$ cat src/rtl/adcc_regs.vh
`ifndef ADCC_REGS_VH
`define ADCC_REGS_VH
// ==========================================
// Bus formats on the two select pins
`define ADCC_FMT_PAR18     2'h0
`define ADCC_FMT_WORD16    2'h1
`define ADCC_FMT_BYTE8     2'h2
`define ADCC_FMT_SERIAL    2'h3
// ==========================================
// Result width and conversion timing
`define ADCC_RES_W         18
`define ADCC_RESET_RESULT  18'h0_0000
// Conversion time in ns, and cycles at 100 ns per cycle
`define ADCC_CONV_NS       1500
`define ADCC_CLK_NS        100
`define ADCC_CONV_CYC      ((`ADCC_CONV_NS + `ADCC_CLK_NS - 1) / `ADCC_CLK_NS)
// Low-power acquisition time in ns and cycles
`define ADCC_ACQ_NS        500
`define ADCC_ACQ_CYC       ((`ADCC_ACQ_NS + `ADCC_CLK_NS - 1) / `ADCC_CLK_NS)
`define ADCC_CNT_W         8
`endif

$ cat src/rtl/adcc_ctrl.v
// What this block does
// - Result outputs driven only while chip select and read strobe both low.
// - External serial clock edges counted only while chip select is low.
// - High reset returns to idle and aborts any conversion.
// - Power-down lets current conversion finish, then refuses new starts.
// - Falling edge of start strobe enters hold and begins conversion.
// - Low-power mode: start still low after acquisition starts conversion.
// - Reference buffer enabled when disable input low, off when high.
// - Two select pins choose 18-bit, 16-bit, 8-bit or serial format.
// - 18-bit: line n is bit n; 16-bit words selected by word select.
// - Byte mode: bytes on lines 17..10, lines 0..9 released.
// - Busy high from start until result latched; fall marks ready.
// - Serial mode shifts result out MSB first on serial clock.
// - Coding select sets coding on parallel and serial paths.
`timescale 1ns/1ns
`include "adcc_regs.vh"

module adcc_ctrl
(
	// Clock and reset
	input  wire        clk_sys,
	input  wire        rst,
	// Conversion control
	input  wire        convert_start_n,
	input  wire        power_down_request,
	input  wire        low_power_sel,
	input  wire        fast_sel,
	input  wire        refbuf_disable,
	// Converter core
	input  wire [17:0] core_result,
	output reg         sample_hold_q,
	output reg         busy_q,
	output reg         powered_down_q,
	output wire        refbuf_enable,
	// Host bus
	input  wire        chip_select_n,
	input  wire        read_n,
	input  wire        bus_format_sel_hi,
	input  wire        bus_format_sel_lo,
	input  wire        output_coding_sel,
	input  wire        word_sel_bit0,
	input  wire        word_sel_bit1,
	input  wire        ext_sclk,
	output reg  [17:0] data_out_q,
	output reg  [17:0] data_oe_n_q,
	output reg         serial_result_out,
	output reg         serial_oe_n
);

	// ==========================================
	// Conversion sequencer
	localparam ST_IDLE = 2'h0;
	localparam ST_CONV = 2'h1;
	localparam ST_ACQ  = 2'h2;

	reg [1:0]             state_q;
	reg [`ADCC_CNT_W-1:0] cnt_q;
	reg                   start_n_q;
	reg [17:0]            result_q;
	wire                  low_power_mode;
	wire                  start_fall;

	assign low_power_mode = low_power_sel & ~fast_sel;
	assign start_fall     = start_n_q & ~convert_start_n;
	assign refbuf_enable  = ~refbuf_disable;

	always @(posedge clk_sys)
	begin
		if (rst)
		begin
			// Abort anything in flight; result kept cleared
			state_q        <= ST_IDLE;
			cnt_q          <= {`ADCC_CNT_W{1'b0}};
			start_n_q      <= 1'b1;
			busy_q         <= 1'b0;
			sample_hold_q  <= 1'b0;
			powered_down_q <= 1'b0;
			result_q       <= `ADCC_RESET_RESULT;
		end
		else
		begin
			start_n_q <= convert_start_n;
			case (state_q)
			ST_IDLE:
			begin
				powered_down_q <= power_down_request;
				if (start_fall && !power_down_request)
				begin
					state_q       <= ST_CONV;
					sample_hold_q <= 1'b1;
					busy_q        <= 1'b1;
					cnt_q         <= {`ADCC_CNT_W{1'b0}};
				end
			end
			ST_CONV:
			begin
				// Power-down waits here until this conversion ends
				if (cnt_q == `ADCC_CONV_CYC - 1)
				begin
					result_q      <= core_result;
					busy_q        <= 1'b0;
					sample_hold_q <= 1'b0;
					cnt_q         <= {`ADCC_CNT_W{1'b0}};
					state_q       <= low_power_mode ? ST_ACQ : ST_IDLE;
				end
				else
					cnt_q <= cnt_q + 1'b1;
			end
			ST_ACQ:
			begin
				if (cnt_q == `ADCC_ACQ_CYC - 1)
				begin
					cnt_q <= {`ADCC_CNT_W{1'b0}};
					// Start held low through acquisition converts at once
					if (!convert_start_n && !power_down_request)
					begin
						state_q       <= ST_CONV;
						sample_hold_q <= 1'b1;
						busy_q        <= 1'b1;
					end
					else
						state_q <= ST_IDLE;
				end
				else
					cnt_q <= cnt_q + 1'b1;
			end
			default:
				state_q <= ST_IDLE;
			endcase
		end
	end

	// ==========================================
	// Output coding and bus formatting
	wire [17:0] coded;
	wire [1:0]  fmt;
	wire        enabled;

	assign coded   = {result_q[17] ^ ~output_coding_sel, result_q[16:0]};
	assign fmt     = {bus_format_sel_hi, bus_format_sel_lo};
	assign enabled = ~chip_select_n & ~read_n;

	reg [17:0] par_d;
	reg [17:0] oe_n_d;

	always @*
	begin
		par_d  = 18'h0_0000;
		oe_n_d = 18'h3_ffff;
		case (fmt)
		`ADCC_FMT_PAR18:
		begin
			par_d  = coded;
			oe_n_d = 18'h0_0000;
		end
		`ADCC_FMT_WORD16:
		begin
			// Lines 1..0 are inputs in this mode
			oe_n_d = 18'h0_0003;
			if (!word_sel_bit0)
				par_d = {coded[17:2], 2'b00};
			else
				par_d = {14'h0000, coded[1:0], 2'b00};
		end
		`ADCC_FMT_BYTE8:
		begin
			oe_n_d = 18'h0_03ff;
			case ({word_sel_bit0, word_sel_bit1})
			2'b00:   par_d = {coded[17:10], 10'h000};
			2'b01:   par_d = {coded[9:2], 10'h000};
			2'b10:   par_d = {6'h00, coded[1:0], 10'h000};
			default: par_d = {coded[1:0], 16'h0000};
			endcase
		end
		default:
			oe_n_d = 18'h3_ffff;
		endcase
		if (!enabled)
			oe_n_d = 18'h3_ffff;
	end

	always @(posedge clk_sys)
	begin
		if (rst)
		begin
			data_out_q  <= 18'h0_0000;
			data_oe_n_q <= 18'h3_ffff;
		end
		else
		begin
			data_out_q  <= par_d;
			data_oe_n_q <= oe_n_d;
		end
	end

	// ==========================================
	// Serial shift path, external clock sampled synchronously
	reg [17:0] shift_q;
	reg        sclk_q;
	wire       sclk_rise;
	wire       serial_on;

	assign serial_on = (fmt == `ADCC_FMT_SERIAL) && enabled;
	assign sclk_rise = ext_sclk & ~sclk_q & ~chip_select_n;

	always @(posedge clk_sys)
	begin
		if (rst)
		begin
			shift_q           <= 18'h0_0000;
			sclk_q            <= 1'b0;
			serial_result_out <= 1'b0;
			serial_oe_n       <= 1'b1;
		end
		else
		begin
			sclk_q      <= ext_sclk;
			serial_oe_n <= ~serial_on;
			if (state_q == ST_CONV && cnt_q == `ADCC_CONV_CYC - 1)
			begin
				// Reload on completion; coding applied at the load
				shift_q           <= {core_result[17] ^ ~output_coding_sel,
					core_result[16:0]};
				serial_result_out <= core_result[17] ^ ~output_coding_sel;
			end
			else if (serial_on && sclk_rise)
			begin
				shift_q           <= {shift_q[16:0], 1'b0};
				serial_result_out <= shift_q[16];
			end
		end
	end

endmodule // adcc_ctrl

$ cat config.mk
export PLATFORM = sky130hd
export DESIGN_NAME = adcc_ctrl
export DESIGN_NICKNAME = d
export VERILOG_FILES = /design/src/rtl/adcc_ctrl.v
export VERILOG_INCLUDE_DIRS = /design/src /design/src/rtl
export SDC_FILE = /design/constraint.sdc
export NUM_CORES = 1
export LEC_CHECK = 0
export ABC_AREA = 1
export BUFFER_PORTS_ARGS = -buffer_cell sky130_fd_sc_hd__buf_4
export CAP_MARGIN = 20
export CORE_UTILIZATION = 35
export DETAILED_ROUTE_END_ITERATION = 8
export PLACE_DENSITY = 0.57
export SYNTH_ARGS = -nofsm -noshare
export SYNTH_HDL_FRONTEND = slang
export SYNTH_SLANG_ARGS = --single-unit
$ cat constraint.sdc
create_clock -name clk_sys -period 3.54 [get_ports clk_sys]
set_input_delay 1.062 -clock clk_sys [delete_from_list [all_inputs] [get_ports clk_sys]]
set_output_delay 1.062 -clock clk_sys [all_outputs]
set_load 0.02 [all_outputs]
Word level (Yosys, flattened, before mapping)
Index checks and enable logic that the tools add are counted.
- add/sub/neg operators: 1
- $mul: 0
- divide/modulo/power cells: 0
- $lt $le $gt $ge: 0
- equality and inequality tests: 13
- shifts and indexed selects: 0
- muxes and demuxes: 23
- bitwise logic cells: 16
- reductions and logical operators: 17
- operator list (cell ; count):
    18-bit case mux with 3 select lines ; 3
    17-bit 2-to-1 mux ; 2
    8-bit 2-to-1 mux ; 3
    8-bit case mux with 3 select lines ; 1
    18-bit 2-to-1 mux ; 1
    1-bit NOT ; 9
    8-bit by 1-bit adder with 8-bit output, second input constant ; 1
    2-bit == test, second input constant ; 4
    8-bit by 3-bit == test with 1-bit output, second input constant ; 1
    8-bit by 4-bit == test with 1-bit output, second input constant ; 1
    2-bit 2-to-1 mux ; 4
    2-bit != test, second input constant ; 4
    1-bit 2-to-1 mux ; 7
    2-bit by 1-bit == test with 1-bit output, second input constant ; 3
    2-bit zero test ; 3
    2-bit case mux with 3 select lines ; 1
    1-bit bitwise AND ; 5
    1-bit logical AND ; 5
    5-bit AND reduction ; 1
    2-bit AND reduction ; 2
    1-bit case mux with 3 select lines ; 1
    3-bit AND reduction ; 1
    3-bit nonzero test ; 1
    1-bit zero test ; 2
    other kinds (3) ; 4
- register bits: 87
- bits in latches: 0
- bits in writable memories: 0
- memory bits (read-only): 0
- input bits: 33
- output and inout bits: 42
- word-level logic and storage cells: 82
- memories kept: 0

Longest topological paths before layout
- word-level depth: 6
- depth in mapped cells: 9
- gate-level depth less buffers: 9

Worst setup path after synthesis
Ideal clock, no wire load.
- kind: input-to-output
- from: input refbuf_disable
- to: output refbuf_enable
- arrival time: 1.190 ns
- data required time: 2.478 ns
- path slack: 1.288 ns
- stages on the path: 1
- cell sequence: inv_1
- word-level cells in the longest chain between the ends: 1
- ends and longest elaborated chain (element ; RTL line ; source):
    from (decl) ; adcc_ctrl.v:28 ; input wire refbuf_disable,
    1-bit NOT ; adcc_ctrl.v:65 ; assign refbuf_enable = ~refbuf_disable;
    to (decl) ; adcc_ctrl.v:34 ; output wire refbuf_enable,
No other way between the ends.

Worst setup path after layout
Same ends and word-level chain as after synthesis.

==> results.cfg <==
[worst_hold_path]
hp-start = result_q[11]$_SDFFE_PP0N_
holdPathEnd = result_q[11]$_SDFFE_PP0N_
hold_depth = 2
holdCritPathClass = reg -> reg

[sta]
finalSetupViolCount = 0
clock-skew-final_ns = 0.00796
tightest_slew_ns = 0.814
relSlewSlack_pct = 45.7
clock.fmax_mhz = 417
period_minus_slack_ns = 2.40
holdWs_ns = 0.471
finalCritPeriodShare_pct = 67.7
setup_tns_ns = 0
drv_slew = 0
rsz0062_at_grt = no
hold_viol = 0

[synthesis]
synthTopCellsByArea = dfxtp_1 (44%), nand2_1 (8.0%), a21oi_1 (5.7%)
synth.largest_area_cell = dfxtp_1
synthArstFlopShare_pct = 0
syn_avg_cell_area_um2 = 8.02
synth_top_family_by_area = simple AND/OR/NAND/NOR gates
synthMuxAreaShare_pct = 0
synthXorXnorAreaFrac_pct = 1.62
synthFlopType = dfxtp_1
yosysWarnings = 0
synth_top_area_share_pct = 44.5
synth.cell_area_mm2 = 0.00324
synth_compound_area_share_pct = 19.0
synth_edf_count = 0
synth_simple_gate_area_share_pct = 21.5
ys_seq_area_share_pct = 44.5
synthCells = 404
yosys.cell_types.count = 34
syn-num-nets = 444
ys_ff_latch = 72
synthAdderAreaFrac_pct = 2.70

[pwr]
vdd_drop_max_mv = 0.153
netSwitchingFraction_pct = 29.5
power_density_mw_per_mm2 = 465
seqPwrFrac_pct = 47.2
comb_power_share_pct = 17.2
internal_power_w = 0.00128
clkPwrFrac_pct = 35.6
leakage_nw = 1.59
power_switching_w = 0.000536

[cts]
ctsHoldBuffers = 0
post_cts_buffers = 0
clkLatencyLatePin_ns = 0.34
numCtsBuffers = 9
htree_num_levels = 3
clockBufferDepth = 2
clockRootBuffer = clkbuf_8
cts_resized = 0
clkTransAtPathRegs_ns = 0.07
clock-sinks = 72
cts_tree = done

[worst_setup_path]
crit_path_max_fanout = 1
critical_path_class = in -> out
arrival_ns = 1.34
cp_top_family = buffers and inverters
cp_slowest_cell = buf_4
reg2reg_slack_ns = 1.30
endpoint_kind = primary output
crit_top_cell = buf_4
r2r_cells = 8
cp_slowest_stage_delay_ns = 0.13
path_buf_inv = 3
cp-start-kind = input pin
path_cells = buf_4 > inv_1 > buf_4
crit_required_ns = 2.48
r2r_start = cnt_q[0]$_SDFFE_PP0P_
timing.rr.end = shift_q[3]$_SDFFE_PP0P_

[global_routing]
antenna_found_initial = 0
track_usage_pct = 16.6
grt_pass1_vias = 2573
grt_overflow = 0
grt_max_degree = 43
grt_pass1_wl_mm = 12.6

[finish]
fill_cells = 886
multi_input_area_mm2 = 0.00145
fin_util_pct = 44.2
diodes = 0
fin_nets = 498
syn_to_final_growth_pct = 20.5
final_layout_size_suffix_gt1_share_pct = 26.6
regArea_mm2 = 0.00144

[floorplanning]
core_area_mm2 = 0.00885
ios = 75
initial_utilization_pct = 36.6
dieArea_mm2 = 0.00965
rows = 34
die_w_um = 98.2
die_height_um = 98.2

[placement]
place.gp.congestion = 0.847
hpwlAfterDp_mm = 5.44
port-buffer-count = 74

[routing]
postRouteAntennaNets = 0
dr_total_vias = 2844
firstDrtPassIters = 9
post_drt_wl_per_cell_um = 13.4
vias_per_cell = 4.98
drt_iter0_markers = 160
drt-total-wl_mm = 7.65
drcViolationCount = 8

[run]
drv_cap = 0

[run_status]
status = finished with violations
violations = DRC
[registers in the layout, indices dropped and copies added, names as in the netlist]
register	flops
cnt_q	8
powered_down_q	1
result_q	18
data_oe_n_q	3
busy_q	1
state_q	2
serial_result_out	1
sclk_q	1
serial_oe_n	1
start_n_q	1
shift_q	17
data_out_q	18
[power groups by stage]
stage	Sequential, W	Combinational [W]	Clock, W
floorplan	0.000885	0.000203	0
CTS	0.000856	0.000315	0.000662
detailed placement	0.000875	0.000315	0
finish	0.000856	0.000313	0.000646
global route	0.000861	0.000352	0.000700
global placement	0.000875	0.000310	0
[cells in the mapped netlist, types with 2 or more instances]
| cell type | number |
|---|---|
| a21boi_0 | 2 |
| nand2_4 | 2 |
| a21oi_1 | 37 |
| buf_6 | 4 |
| o21ai_0 | 21 |
| xnor2_1 | 2 |
| nand4_1 | 7 |
| o21ai_1 | 11 |
| nor3_1 | 9 |
| xor2_1 | 4 |
| inv_2 | 2 |
| dfxtp_1 | 72 |
| nand2_1 | 69 |
| clkbuf_1 | 7 |
| o21ai_2 | 14 |
| ha_1 | 7 |
| a21oi_2 | 9 |
| a22oi_1 | 4 |
| nand3_1 | 30 |
| buf_2 | 2 |
| nor2_1 | 29 |
| nand3_2 | 3 |
| buf_4 | 17 |
| inv_1 | 30 |
[layout make-up]
class | instances | share of cell area, %
Multi-Input combinational cell | 268 | 37.1
Sequential cell | 72 | 36.9
Timing Repair Buffer | 75 | 14.4
Tap cell | 108 | 3.46
Clock buffer | 10 | 3.27
Inverter | 32 | 3.07
Clock inverter | 6 | 1.76
[worst max-delay path by stage]
stage	start	endpoint	cells past startpoint
3_3_place_gp	read_n	shift_q[6]$_SDFFE_PP0P_	6
3_5_place_dp	read_n	shift_q[3]$_SDFFE_PP0P_	6
5_1_grt	cnt_q[0]$_SDFFE_PP0P_	shift_q[7]$_SDFFE_PP0P_	8
4_1_cts	refbuf_disable	refbuf_enable	3
6_report	refbuf_disable	refbuf_enable	3
2_1_floorplan	refbuf_disable	refbuf_enable	1
[routing by layer]
layer / share of wire, % / vias to the layer above / track usage [%] / wire length, um
met2: 44 / 86 / 24.0 / 3400
li1: - / 1444 / - / -
met4: 1.6 / 0 / 7.12 / 121
met3: 5.5 / 8 / 3.72 / 417
met1: 49 / 1306 / 23.5 / 3710
met5: 0 / - / 0 / 0
[cells by family after synthesis]
kind of cell / count (synthesis)
DFF: 72
adders and majority gates: 7
AOI/OAI and AO/OA: 101
and+or+nand+nor: 154
xor gates and xnor gates: 6
buffers and inverters: 64
[cell usage in the layout (no fill, tap or decap), types with 2 or more instances in the layout]
| cell | count |
|---|---|
| a21boi_0 | 2 |
| a21oi_1 | 37 |
| a21oi_2 | 9 |
| a22oi_1 | 4 |
| buf_4 | 75 |
| clkbuf_8 | 9 |
| clkinv_4 | 2 |
| dfxtp_1 | 72 |
| ha_1 | 7 |
| inv_1 | 30 |
| inv_2 | 2 |
| nand2_1 | 69 |
| nand2_4 | 2 |
| nand3_1 | 30 |
| nand3_2 | 3 |
| nand4_1 | 7 |
| nor2_1 | 29 |
| nor3_1 | 9 |
| o21ai_0 | 21 |
| o21ai_1 | 11 |
| o21ai_2 | 14 |
| xnor2_1 | 2 |
| xor2_1 | 4 |
[stage by stage]
step | power [W] | instance area (um^2) | worst slack [ns] | cells
final | 0.00182 | 3910 | 1.14 | 571
after global routing | 0.00191 | 3910 | 1.08 | 571
after CTS | 0.00183 | 3910 | 1.14 | 571
after detailed placement | 0.00119 | 3710 | 1.01 | 555
after global placement | 0.00118 | 3710 | 1.06 | 555
after floorplan | 0.00109 | 3240 | 1.29 | 404
[worst reg2reg max path: cells and delay by family, from the launching register on]
| family | cells | cell delay [ns] |
|---|---|---|
| fa+ha+maj | 1 | 0.17 |
| compound gates | 2 | 0.28 |
| simple gates | 4 | 1.28 |
| buf+inv | 1 | 0.11 |
| flops | 1 | 0.33 |
Note: power is estimated with default switching activity, not from simulation.
